**src/adc_readout_regs.svh**
```systemverilog
// Timing and format constants for the converter control and serial readout block.
// Assumes a 200 MHz core clock; included by the package only, whose include gives the design modules these macros.
`ifndef ADC_READOUT_REGS_SVH
`define ADC_READOUT_REGS_SVH

`define RESULT_BITS        18
`define CLK_PERIOD_PS      5000
`define CONV_TIME_NS       1000
`define CONV_CYCLES        ((`CONV_TIME_NS * 1000) / `CLK_PERIOD_PS)
`define STEP_CYCLES        (`CONV_CYCLES / `RESULT_BITS)
`define BIT_CNT_W          5
`define STEP_CNT_W         8
`define SIGN_FLIP          18'h2_0000
`define RESULT_RESET       18'h0_0000

`endif

```
**src/adc_readout_pkg.sv**
```systemverilog
// Types shared by the converter control block.
// Assumes the constants header is on the include path.
`include "adc_readout_regs.svh"

package adc_readout_pkg;
    typedef enum logic [3:0] {
        ST_NAP     = 4'b0001,
        ST_ACQUIRE = 4'b0010,
        ST_CONVERT = 4'b0100,
        ST_LOAD    = 4'b1000
    } conv_state_t;
    typedef logic [`RESULT_BITS-1:0] code_t;
endpackage

```
**src/result_buffer.sv**
```systemverilog
// Two-entry result buffer with valid/ready on both sides.
// Assumes both sides run on the core clock.
`timescale 1ns/1ps

module result_buffer
#(
    parameter int WIDTH = 18,
    parameter int DEPTH = 2
)
(
    // Clock and reset
    input  wire logic             clk_in,
    input  wire logic             rst_in,
    // Write side
    input  wire logic             wr_valid_in,
    input  wire logic [WIDTH-1:0] wr_data_in,
    output logic                  wr_ready_out,
    // Read side
    output logic                  rd_valid_out,
    output logic [WIDTH-1:0]      rd_data_out,
    input  wire logic             rd_ready_in
);
    localparam int PW = $clog2(DEPTH);

    logic [WIDTH-1:0] mem_q [DEPTH];
    logic [WIDTH-1:0] mem_d [DEPTH];
    logic [PW-1:0]    wp_q, wp_d, rp_q, rp_d;
    logic [PW:0]      cnt_q, cnt_d;
    logic [WIDTH-1:0] rd_q, rd_d;
    logic             rv_q, rv_d;
    logic             push, pop;

    // Read data always comes out of a register; the slot register refills on pop
    always_comb
    begin
        push  = wr_valid_in && (cnt_q != (PW+1)'(DEPTH));
        pop   = (cnt_q != '0) && (!rv_q || rd_ready_in);
        mem_d = mem_q;
        wp_d  = wp_q;
        rp_d  = rp_q;
        cnt_d = cnt_q;
        rd_d  = rd_q;
        rv_d  = rv_q;
        if (rv_q && rd_ready_in)
        begin
            rv_d = 1'b0;
        end
        if (push)
        begin
            mem_d[wp_q] = wr_data_in;
            wp_d        = (wp_q == PW'(DEPTH-1)) ? '0 : wp_q + PW'(1);
        end
        if (pop)
        begin
            rd_d = mem_q[rp_q];
            rv_d = 1'b1;
            rp_d = (rp_q == PW'(DEPTH-1)) ? '0 : rp_q + PW'(1);
        end
        cnt_d = cnt_q + (PW+1)'(push) - (PW+1)'(pop);
    end

    // State registers
    always_ff @(posedge clk_in or posedge rst_in)
    begin
        if (rst_in)
        begin
            for (int i = 0; i < DEPTH; i++)
            begin
                mem_q[i] <= '0;
            end
            wp_q  <= '0;
            rp_q  <= '0;
            cnt_q <= '0;
            rd_q  <= '0;
            rv_q  <= 1'b0;
        end
        else
        begin
            mem_q <= mem_d;
            wp_q  <= wp_d;
            rp_q  <= rp_d;
            cnt_q <= cnt_d;
            rd_q  <= rd_d;
            rv_q  <= rv_d;
        end
    end

    assign wr_ready_out = (cnt_q != (PW+1)'(DEPTH));
    assign rd_valid_out = rv_q;
    assign rd_data_out  = rd_q;
endmodule // result_buffer

```
**src/sar_adc_conversion_serial_readout.sv**
```systemverilog
// Conversion control and serial readout for an 18-bit successive-approximation
// converter. Assumes pins arrive asynchronous to clk_in and the comparator
// decision is a pin input as well; the serial clock is slow against clk_in.
// Limitation: every pin passes two flip-flops, so the serial clock must stay
// well below a quarter of the core clock or shift edges are missed.
// Trade-off: the comparator is synchronised too, which costs two core cycles of
// each step; the step length parameter must cover them.
//
// Overview of operation
// - A convert_start rising edge wakes the converter and begins a conversion.
// - Chain select low: shared pin enables or disables the serial output.
// - Chain select high: shared pin is the daisy-chain serial input.
// - Busy rises when conversion starts and falls when it completes.
// - Each serial clock rising edge while the output is enabled shifts out the next bit, MSB first.
// - The result is delivered in two's complement form.
// - Conversion resolves 18 binary-weighted steps, half reference down to 1/262144.
// - The finished code reaches the shifter through a two-entry buffer, three core cycles after busy falls.
// - Conversion is timed internally; the host only supplies the serial clock.
// - The converter naps by itself between conversions.
// - Acquisition and conversion phases alternate, back to acquisition after each.
`timescale 1ns/1ps

module sar_adc_conversion_serial_readout
    import adc_readout_pkg::*;
#(
    parameter int STEP_CYCLES = `STEP_CYCLES
)
(
    // Clock and reset
    input  wire logic                    clk_in,
    input  wire logic                    rst_in,
    // Host pins
    input  wire logic                    convert_start_in,
    input  wire logic                    chain_select_in,
    input  wire logic                    read_enable_or_chain_in_in,
    input  wire logic                    serial_clock_in,
    output logic                         busy_out,
    output logic                         serial_data_out,
    output logic                         serial_data_oe_out,
    // Analog core side
    input  wire logic                    comparator_in,
    output logic [`RESULT_BITS-1:0]      capacitor_dac_out,
    output logic                         sample_track_out,
    output logic                         nap_out
);
    // Two-stage synchronisers for every pin; stage one is read only by stage two
    logic [4:0] sync1_q, sync2_q, prev_q;
    logic       cnv_s, chain_s, rdl_s, sck_s, cmp_s;
    logic       cnv_rise, sck_rise;

    always_ff @(posedge clk_in or posedge rst_in)
    begin
        if (rst_in)
        begin
            sync1_q <= '0;
            sync2_q <= '0;
            prev_q  <= '0;
        end
        else
        begin
            sync1_q <= {convert_start_in, chain_select_in, read_enable_or_chain_in_in,
                        serial_clock_in, comparator_in};
            sync2_q <= sync1_q;
            prev_q  <= sync2_q;
        end
    end

    assign cnv_s    = sync2_q[4];
    assign chain_s  = sync2_q[3];
    assign rdl_s    = sync2_q[2];
    assign sck_s    = sync2_q[1];
    assign cmp_s    = sync2_q[0];
    assign cnv_rise = cnv_s && !prev_q[4];
    assign sck_rise = sck_s && !prev_q[1];

    // Conversion sequencer state
    conv_state_t            state_q, state_d;
    code_t                  trial_q, trial_d;     // Capacitor DAC code under test
    code_t                  weight_q, weight_d;   // Current binary weight
    logic [`STEP_CNT_W-1:0] step_q, step_d;
    logic                   busy_q, busy_d;
    logic                   load_q, load_d;
    code_t                  load_data_q, load_data_d;
    logic                   buf_ready;

    // Sequencer: nap, acquire, successive approximation, load result
    always_comb
    begin
        state_d     = state_q;
        trial_d     = trial_q;
        weight_d    = weight_q;
        step_d      = step_q;
        busy_d      = busy_q;
        load_d      = load_q && !buf_ready;
        load_data_d = load_data_q;
        case (state_q)
            ST_NAP, ST_ACQUIRE:
            begin
                // Input tracks in both; nap only idles the comparator and oscillator
                if (cnv_rise)
                begin
                    state_d  = ST_CONVERT;
                    busy_d   = 1'b1;
                    weight_d = `SIGN_FLIP;  // Half reference first
                    trial_d  = `SIGN_FLIP;
                    step_d   = '0;
                end
                else if (state_q == ST_ACQUIRE)
                begin
                    state_d = ST_NAP;
                end
            end
            ST_CONVERT:
            begin
                // Step timing from the internal cycle count, no host clock
                if (step_q == `STEP_CNT_W'(STEP_CYCLES - 1))
                begin
                    step_d = '0;
                    // Comparator high means sample is below trial: drop this bit
                    if (cmp_s)
                    begin
                        trial_d = trial_q & ~weight_q;
                    end
                    weight_d = weight_q >> 1;
                    if (weight_q[0])  // Last of 18 steps, weight 1/262144
                    begin
                        state_d = ST_LOAD;
                    end
                    else
                    begin
                        trial_d = (cmp_s ? (trial_q & ~weight_q) : trial_q) | (weight_q >> 1);
                    end
                end
                else
                begin
                    step_d = step_q + `STEP_CNT_W'(1);
                end
            end
            ST_LOAD:
            begin
                // Offset binary to two's complement by flipping the sign bit
                load_data_d = trial_q ^ `SIGN_FLIP;
                load_d      = 1'b1;
                busy_d      = 1'b0;
                state_d     = ST_ACQUIRE;
            end
            default:
            begin
                state_d = ST_NAP;
            end
        endcase
    end

    // Sequencer registers
    always_ff @(posedge clk_in or posedge rst_in)
    begin
        if (rst_in)
        begin
            state_q     <= ST_NAP;
            trial_q     <= `RESULT_RESET;
            weight_q    <= `RESULT_RESET;
            step_q      <= '0;
            busy_q      <= 1'b0;
            load_q      <= 1'b0;
            load_data_q <= `RESULT_RESET;
        end
        else
        begin
            state_q     <= state_d;
            trial_q     <= trial_d;
            weight_q    <= weight_d;
            step_q      <= step_d;
            busy_q      <= busy_d;
            load_q      <= load_d;
            load_data_q <= load_data_d;
        end
    end

    // Phase flags registered from the next state, so they switch together with
    // state_q and the pins never show a glitch from decoding the one-hot code
    logic track_q, track_d;
    logic nap_q, nap_d;

    always_comb
    begin
        // Input tracks in every phase but conversion
        track_d = (state_d != ST_CONVERT);
        // Nap flag follows the nap state only
        nap_d   = (state_d == ST_NAP);
    end

    // Phase flag registers; reset leaves the converter napping and tracking
    always_ff @(posedge clk_in or posedge rst_in)
    begin
        if (rst_in)
        begin
            track_q <= 1'b1;
            nap_q   <= 1'b1;
        end
        else
        begin
            track_q <= track_d;
            nap_q   <= nap_d;
        end
    end

    // Buffer between conversion and readout; its word goes to the shifter as soon as no conversion runs
    logic  rd_valid, rd_take;
    code_t rd_data;

    result_buffer #(.WIDTH(`RESULT_BITS), .DEPTH(2)) u_buf
    (
        .clk_in       (clk_in),
        .rst_in       (rst_in),
        .wr_valid_in  (load_q),
        .wr_data_in   (load_data_q),
        .wr_ready_out (buf_ready),
        .rd_valid_out (rd_valid),
        .rd_data_out  (rd_data),
        .rd_ready_in  (rd_take)
    );

    // Shift register state
    code_t shift_q, shift_d;
    logic  sdo_q, sdo_d;
    logic  oe_q, oe_d;

    // Take a fresh result only while no conversion runs, so a frame is not torn
    assign rd_take = rd_valid && !busy_q && (state_q != ST_CONVERT);

    // Serial shifter: load on new result, shift on serial clock edges
    always_comb
    begin
        shift_d = shift_q;
        sdo_d   = sdo_q;
        // Normal mode: low on the shared pin enables the output
        oe_d    = chain_s ? 1'b1 : !rdl_s;
        if (rd_take)
        begin
            shift_d = rd_data;
            sdo_d   = rd_data[`RESULT_BITS-1];
        end
        else if (sck_rise && oe_q)
        begin
            // Chain mode pulls in upstream data behind our own bits
            shift_d = {shift_q[`RESULT_BITS-2:0], chain_s ? rdl_s : 1'b0};
            sdo_d   = shift_q[`RESULT_BITS-2];  // MSB first
        end
    end

    always_ff @(posedge clk_in or posedge rst_in)
    begin
        if (rst_in)
        begin
            shift_q <= `RESULT_RESET;
            sdo_q   <= 1'b0;
            oe_q    <= 1'b0;
        end
        else
        begin
            shift_q <= shift_d;
            sdo_q   <= sdo_d;
            oe_q    <= oe_d;
        end
    end

    // Outputs straight from flip-flops
    assign busy_out           = busy_q;
    assign serial_data_out    = sdo_q;
    assign serial_data_oe_out = oe_q;
    assign capacitor_dac_out  = trial_q;
    assign sample_track_out   = track_q;
    assign nap_out            = nap_q;
endmodule // sar_adc_conversion_serial_readout

```
**config.mk**
```make
export PLATFORM = sky130hd
export DESIGN_NAME = sar_adc_conversion_serial_readout
export DESIGN_NICKNAME = d
export VERILOG_FILES = /design/src/adc_readout_pkg.sv /design/src/result_buffer.sv /design/src/sar_adc_conversion_serial_readout.sv
export VERILOG_INCLUDE_DIRS = /design/src
export SDC_FILE = /design/constraint.sdc
export NUM_CORES = 1
export LEC_CHECK = 0
export BUFFER_PORTS_ARGS = -buffer_cell sky130_fd_sc_hd__clkbuf_2
export CORE_MARGIN = 1.5
export CORE_UTILIZATION = 30
export CTS_CLUSTER_SIZE = 14
export DETAILED_ROUTE_END_ITERATION = 7
export GPL_TIMING_DRIVEN = 0
export HOLD_SLACK_MARGIN = 0.06
export SYNTH_ARGS = -nofsm -noshare
export SYNTH_HDL_FRONTEND = slang
export SYNTH_SLANG_ARGS = --single-unit
```
**constraint.sdc**
```tcl
create_clock -name clk_in -period 6.67 [get_ports clk_in]
set_input_delay 0.667 -clock clk_in [delete_from_list [all_inputs] [get_ports clk_in]]
set_output_delay 0.667 -clock clk_in [all_outputs]
set_load 0.1 [all_outputs]
```
==> summary.md, run 1 <==
| Metric | Value |
|---|---|
| Gate Count Post-Synth | 504 |
| Max clock buf depth | 2 |
| Filler-free cell count of the finished design | 845 |
| Cell Area, Synth | 6610 um2 |
| Synthesis Warnings | 0 |
| CTS tree | built |
| Vias in the first global route | 4181 |
| Gr ovfl total | 0 |
| Clock Sinks | 160 |
| I/O Buffers | 29 |
| Met1 usage | 14.7% |
| Placed Instance Area | 7140 um2 |
| GR peak layer | met2 |
| Nets@finish | 564 |
| Slew margin rel. | 15.6% |
| Ys flop type | dfrtp_1 |
| Pre-Repair DR Iteration Count | 4 |
| Boundary Pins | 30 |
| Vert. Die Dim | 151 um |
| Startpoint Class | flip-flop |
| ANT cells | 0 |
| Sequential share of the synthesized area | 60.7% |
| Clk pin slew, worst setup/hold paths | 0.06 ns |
| Status | finished clean |
| Layout cell share with drive strength beyond 1 | 30.8% |
| GR met2 Demand/Resource | 20.5% |
| Worst path required time | 7.00 ns |
| Chip width | 151 um |
| Worst-Margin Slew | 1.25 ns |
| Setup Skew | 0.00805 ns |
| Post-synth cell types | 48 |
| Final setup vio count | 0 |
| Routed WL | 12.3 mm |
| Cell count after placement | 814 |
| WL per Instance | 14.6 um |
| ANT nets after route | 0 |
| Synthesis-to-layout area growth | 17.4% |
| Clock latency on the worst-skew pair | 0.42 ns |
| Core Footprint | 21700 um2 |
| Fin crit period | 2.61 ns |
| Seq cells post-synth | 160 |
| H-tree Lvls | 4 |
| Asr flop ratio synth | 100% |
| Initial DRC Count | 160 |
| Maximum vdd drop | 0.000180 V |
| CP delay by family, top | simple AND/OR/NAND/NOR gates |
| Die footprint | 22900 um2 |
| WS Path Type | flip-flop to flip-flop |
| CP Buf/Inv Count | 3 |
| Initial Util | 30.5% |
| Grt met3 use | 3.19% |
| Post-CTS Setup Bufs | 0 |
| First-pass GRT wire length | 21.3 mm |
| Post-synth top area share | 59.5% |
| Post-layout util | 35.8% |
| Min-Delay Path Class | input port to asynchronous set/reset pin |
| Post-Place Worst Slack | 4.03 ns |
| Critical Path Fanout Max | 10 |
| RSZ-0062 raised after global routing | false |
| CTS Buf Count | 17 |
| EDFF count, synth | 0 |
| Root buf cell | clkbuf_16 |
| Slowest-stage cell, CP | nor4b_2 |
| Max-slew violation count | 0 |
| Most frequent cell after synthesis | dfrtp_1 |
| FP Rows | 54 |
| Worst Setup End Kind | flip-flop |
| Slowest stage delay, CP | 0.54 ns |
| Vias per inst | 4.66 |
| Cell taking the most area after synthesis | dfrtp_1 |
| Pwr dens | 276 nW/um2 |
| Placer congestion estimate | 0.822 |
| # DRC | 0 |
| Antenna violations before repair | 0 |
| Arrival time at the worst endpoint | 2.94 ns |
| Setup slack after layout | 4.06 ns |
| Global Route Usage Sum | 12.1% |
| Critical path cell sequence | nor4b_2, o21ai_0, o21ai_0, buf_2, inv_1, ha_1, inv_1, ha_1, xnor2_1, xnor2_1 |
| DP HPWL | 8.80 mm |
| Sum Neg Setup Slack | 0 ns |
| LEAKAGE | 3.74 nW |
| Final Cell Area | 7760 um2 |
| Hold Buf Count CTS | 0 |
| Final worst-path cycle share | 39.1% |
| # resized after CTS | 0 |
| Max cap viols | 0 |
| Leading cell types by total area after synthesis | dfrtp_1 59%, mux2_2 15%, a22o_1 4.6% |
| Pin count of the biggest net entering global routing | 106 |
| Final hold violation count | 0 |
| Syn_area_per_cell | 13.1 um2 |
| Syn nets | 515 |
| Via count | 3936 |
| Top post-synthesis cells by count | 157 x dfrtp_1, 89 x mux2_2, 60 x nand2_1, 35 x a22o_1, 35 x o21ai_0 |
| FMAX | 0.384 GHz |
## flip-flops by register name (all words and copies together), names as in the netlist
name and count:
sync1_q 5, u_buf.mem_q 36, serial_data_oe_out 1, u_buf.rp_q 1, u_buf.rd_valid_out 1, step_q 8, nap_out 1, shift_q 17
load_data_q 18, u_buf.wp_q 1, serial_data_out 1, load_q 1, weight_q 18, prev_q 2, capacitor_dac_out 18, busy_out 1
state_q 4, u_buf.cnt_q 2, sample_track_out 1, u_buf.rd_data_out 18, sync2_q 5
## through the flow
| step | hold WS (ns) | total power [mW] |
|---|---|---|
| floorplan | 0.331 | 1.12 |
| global placement | 0.334 | 1.15 |
| detailed placement | 0.336 | 1.15 |
| CTS | 0.307 | 2.17 |
| global route | 0.331 | 2.22 |
| finish | 0.300 | 2.14 |
## per-layer routing
layer  part of all wire, %  wire length (um)
met4                   1.5               186
met1                    46              5620
met5                     0                 0
met2                    50              6190
met3                   2.7               338
## worst reg2reg max path: cells and delay by family, from the launching register on
kind | cells | cell delay [ns]
AOI/OAI and AO/OA | 2 | 0.32
xor gates and xnor gates | 2 | 0.32
adders and majority gates | 2 | 0.45
buffers and inverters | 3 | 0.45
DFF | 1 | 0.44
and+or+nand+nor | 1 | 0.54
## power breakdown
part	switching [mW]	leakage, nW	total [mW]	internal, mW
Clock	0.362	0.291	1.00	0.642
Sequential	0.0209	2.17	1.03	1.01
Combinational	0.0692	1.28	0.105	0.0356
## final cells by class
type,count,area (um2)
plain buffers,27,129
clock buffers,21,460
clock inverters,10,160
fillers,2108,13900
inverters,9,38.8
multi-input cells,308,2440
flip-flops and latches,160,4010
well taps,280,350
repair buffers,30,173
## worst paths after layout
path	from	endpoint	slack, ns	cells after the start
max	state_q[3]$_DFF_PP0_	u_buf.cnt_q[1]$_DFF_PP0_	4.06	10
min	rst_in	u_buf.wp_q$_DFFE_PP0P_	0.30	2
max reg2reg	state_q[3]$_DFF_PP0_	u_buf.cnt_q[1]$_DFF_PP0_	4.06	10
min reg2reg	sync1_q[2]$_DFF_PP0_	sync2_q[2]$_DFF_PP0_	0.35	0
max in group asynchronous	rst_in	capacitor_dac_out[1]$_DFFE_PP0P_	5.51	3
min in group clk_in	sync1_q[2]$_DFF_PP0_	sync2_q[2]$_DFF_PP0_	0.35	0
## layout by cell type (no fill, tap or decap), drive strengths merged, types with 6 or more instances in the layout
master,count
buf,13
inv,9
clkbuf,65
xnor2,6
mux2,89
dfrtp,157
nor2,10
nand2,60
mux2i,19
a22o,35
o21ai,39
## kinds of logic after synthesis
| group | Yosys count | share of synthesized area [%] |
|---|---|---|
| flops | 160 | 60.7 |
| xor+xnor | 8 | 1.06 |
| buf+inv | 36 | 2.46 |
| mux | 108 | 18.0 |
| simple gates | 100 | 7.73 |
| compound gates | 88 | 9.30 |
| fa+ha+maj | 4 | 0.757 |
(Power assumes the default switching activity.)
==> run 2: changes to the inputs <==
--- a/config.mk
+++ b/config.mk
@@ -6,6 +6,7 @@
 export SDC_FILE = /design/constraint.sdc
 export NUM_CORES = 1
 export LEC_CHECK = 0
+export ABC_AREA = 1
 export BUFFER_PORTS_ARGS = -buffer_cell sky130_fd_sc_hd__clkbuf_2
 export CORE_MARGIN = 1.5
 export CORE_UTILIZATION = 30
==> constraint.sdc (replaced) <==
create_clock -name clk_in -period 2.7 [get_ports clk_in]
set_input_delay 0.27 -clock clk_in [delete_from_list [all_inputs] [get_ports clk_in]]
set_output_delay 0.27 -clock clk_in [all_outputs]
set_load 0.1 [all_outputs]
==> run 2 against run 1 <==
  * Critical path depth rose by 1
  * Sequential share of layout area fell by 3.8 points
  * Sequential power increased to 2.5 times the previous value
  * Largest power group unchanged
  * Highest routed layer unchanged
==> summary.md, run 2 <==
| Metric | Value |
|---|---|
| Most frequent cells in the layout | 314 x nand2_1, 157 x dfrtp_1, 108 x o21ai_0 |
| Status | finished clean |
| Simple-Gate Fraction of Synth Area | 25.1% |
| ANT nets after route | 0 |
| Total power draw | 5.59 mW |
| Clock Sinks | 160 |
| Post-CTS Setup Bufs | 0 |
| Critical Path Fanout Max | 10 |
| Final worst-path cycle share | 74.4% |
| Boundary Pins | 30 |
| Chip width | 157 um |
| Main combinational cell family by area after synthesis | simple AND/OR/NAND/NOR gates |
| Global Route Usage Sum | 13.2% |
| DP HPWL | 10.4 mm |
| Clock latency on the worst-skew pair | 0.42 ns |
| H-tree Lvls | 4 |
| Max clock buf depth | 2 |
| Routed WL | 14.8 mm |
| Worst-Margin Slew | 0.564 ns |
| Maximum vdd drop | 0.000409 V |
| Initial DRC Count | 266 |
| Pre-Repair DR Iteration Count | 5 |
| Max cap viols | 0 |
| Layout cell share with drive strength beyond 1 | 12.6% |
| Clk pin slew, worst setup/hold paths | 0.07 ns |
| Synthesis-to-layout area growth | 17.7% |
| Xor/xnor cell area share of the yosys netlist | 0.739% |
| Fin crit period | 2.01 ns |
| Critical path cell sequence | nor2_2, nand3_4, nand2_4, nand2_1, nand2_1, buf_4, inv_1, ha_1, inv_1, ha_1, xnor2_1 |
| Leading cell types by total area after synthesis | dfrtp_1 55%, nand2_1 17%, o21ai_0 7.6% |
| Seq cells post-synth | 160 |
| Asr flop ratio synth | 100% |
| Initial Util | 30.4% |
| Number of flip-flops in the largest register | 36 |
| Post-Place Worst Slack | 0.669 ns |
| Vias in the first global route | 5204 |
| First-pass GRT wire length | 25.8 mm |
| Most frequent cell after synthesis | nand2_1 |
| ANT cells | 0 |
| Slowest-stage cell, CP | dfrtp_1 |
| RSZ-0062 raised after global routing | false |
| EDFF count, synth | 0 |
| Sequential share of the synthesized area | 56.3% |
| Syn_area_per_cell | 8.34 um2 |
| Final setup vio count | 0 |
| Flop2flop setup slack | 0.69 ns |
| Cell Area, Synth | 7110 um2 |
| Post-synth cell types | 32 |
| Placer congestion estimate | 0.764 |
| CTS Buf Count | 17 |
| Setup slack after layout | 0.690 ns |
| Nets@finish | 922 |
| FMAX | 0.497 GHz |
| WL per Instance | 11.9 um |
| Arrival time at the worst endpoint | 2.32 ns |
| Synthesis Warnings | 0 |
| Area share of fa/ha/maj cells after synthesis | 0.704% |
| Antenna violations before repair | 0 |
| Slew margin rel. | 62.5% |
| Root buf cell | clkbuf_16 |
| Post-synthesis mux area share | 0% |
| Die footprint | 24600 um2 |
| LEAKAGE | 4.27 nW |
| Final hold violation count | 0 |
| Top post-synthesis cells by count | 314 x nand2_1, 157 x dfrtp_1, 108 x o21ai_0, 95 x inv_1, 81 x nand3_1 |
| # DRC | 0 |
| CTS tree | built |
| Min-Delay Path Class | flip-flop to flip-flop |
| Startpoint Class | flip-flop |
| Vias per inst | 4.34 |
| I/O Buffers | 29 |
| Via count | 5399 |
| Max-slew violation count | 0 |
| Gate Count Post-Synth | 853 |
| Pwr dens | 668 nW/um2 |
| Compound-Gate Fraction of Synth Area | 8.74% |
| Cell taking the most area after synthesis | dfrtp_1 |
| Pin count of the biggest net entering global routing | 41 |
| Worst Setup End Kind | flip-flop |
| Ys flop type | dfrtp_1 |
| Gr ovfl total | 0 |
| FP Rows | 56 |
| Hold_ws | 0.348 ns |
| Post-synth top area share | 55.2% |
| Layout fillers | 2409 |
| Core Footprint | 23400 um2 |
| Slowest stage delay, CP | 0.42 ns |
| WS Path Type | flip-flop to flip-flop |
| Syn nets | 864 |
| Vert. Die Dim | 157 um |
| Most common cell after layout, fill and taps aside | nand2_1 |
| Setup Skew | 0.00999 ns |
| Worst path required time | 3.01 ns |
| Top reg by flops | u_buf.mem_q |
run 2: cell types whose count changed in the layout (fill, tap and decap cells not counted), sizes merged, moves of 5 or more:
| cell | previous run | this run |
|---|---|---|
| o21ai | 39 | 115 |
| mux2 | 89 | 0 |
| inv | 9 | 99 |
| mux2i | 19 | 0 |
| nand2 | 60 | 321 |
| clkbuf | 65 | 60 |
| dlygate4sd3 | 0 | 6 |
| nand3 | 5 | 84 |
| nor2 | 10 | 16 |
| a22o | 35 | 0 |
| buf | 13 | 34 |
run 2: final cells by class:
type,count,area [um2],area share (%)
flip-flops and latches,160,4010,47.9
multi-input cells,554,2510,30.0
clock buffers,19,443,5.29
well taps,319,399,4.77
inverters,97,368,4.39
repair buffers,39,285,3.41
plain buffers,42,230,2.75
clock inverters,13,130,1.55
run 2: cell families (layout without fill, tap and decap cells):
| kind of cell | Yosys count | after routing |
|---|---|---|
| compound gates | 118 | 118 |
| flops | 160 | 160 |
| buf+inv | 139 | 210 |
| simple gates | 426 | 426 |
| fa+ha+maj | 4 | 4 |
| xor+xnor | 6 | 6 |
run 2: final timing paths:
check                                startpoint                  endpoint  cells after the start
setup / recovery           state_q[1]$_DFF_PP0_  u_buf.cnt_q[1]$_DFF_PP0_                     11
hold / removal             sync1_q[1]$_DFF_PP0_      sync2_q[1]$_DFF_PP0_                      0
setup reg to reg           state_q[1]$_DFF_PP0_  u_buf.cnt_q[1]$_DFF_PP0_                     11
hold reg to reg            sync1_q[1]$_DFF_PP0_      sync2_q[1]$_DFF_PP0_                      0
max in group asynchronous                rst_in   weight_q[2]$_DFFE_PP0P_                      6
min in group asynchronous                rst_in    shift_q[1]$_DFFE_PP0P_                      3
run 2: where the power goes:
part	leakage (nW)	internal, mW	switching, mW
Clock	0.266	1.31	1.03
Combinational	1.83	0.180	0.490
Sequential	2.17	2.51	0.0738
Total	4.27	4.00	1.59
run 2: worst max-delay path: cells and delay by family (launching register included):
family | cells | cell delay, ns
XOR/XNOR | 1 | 0.12
adder cells (fa/ha/maj) | 2 | 0.44
buffers and inverters | 3 | 0.26
flip-flops | 1 | 0.42
AND/OR/NAND/NOR | 5 | 0.67
run 2: per-layer routing:
metal  routed length [um]  track usage [%]  up-vias  part of all wire (%)
li1                     -                -     2801                     -
met1                 7350             17.5     2523                    50
met2                 6870             21.2       66                    46
met3                  481             3.28        9                   3.2
met4                  107             3.58        0                  0.72
met5                    0                0        -                     0
run 2: through the flow:
step | setup TNS, ns | instances | instance area (um2) | utilization (%)
floorplan | 0 | 853 | 7120 | -
global placement | -109.23 | 1201 | 7660 | 32.7
detailed placement | 0 | 1205 | 7740 | 33.1
CTS | 0 | 1243 | 8370 | 35.8
global route | 0 | 1243 | 8370 | 35.8
finish | 0 | 1243 | 8370 | 35.8
run 2: repair_timing:
item | 4_1_cts | 5_1_grt
gates resized for setup | 0 | 0
hold buffers | 6 | 0
endpoints found under the hold margin | 22 | 0
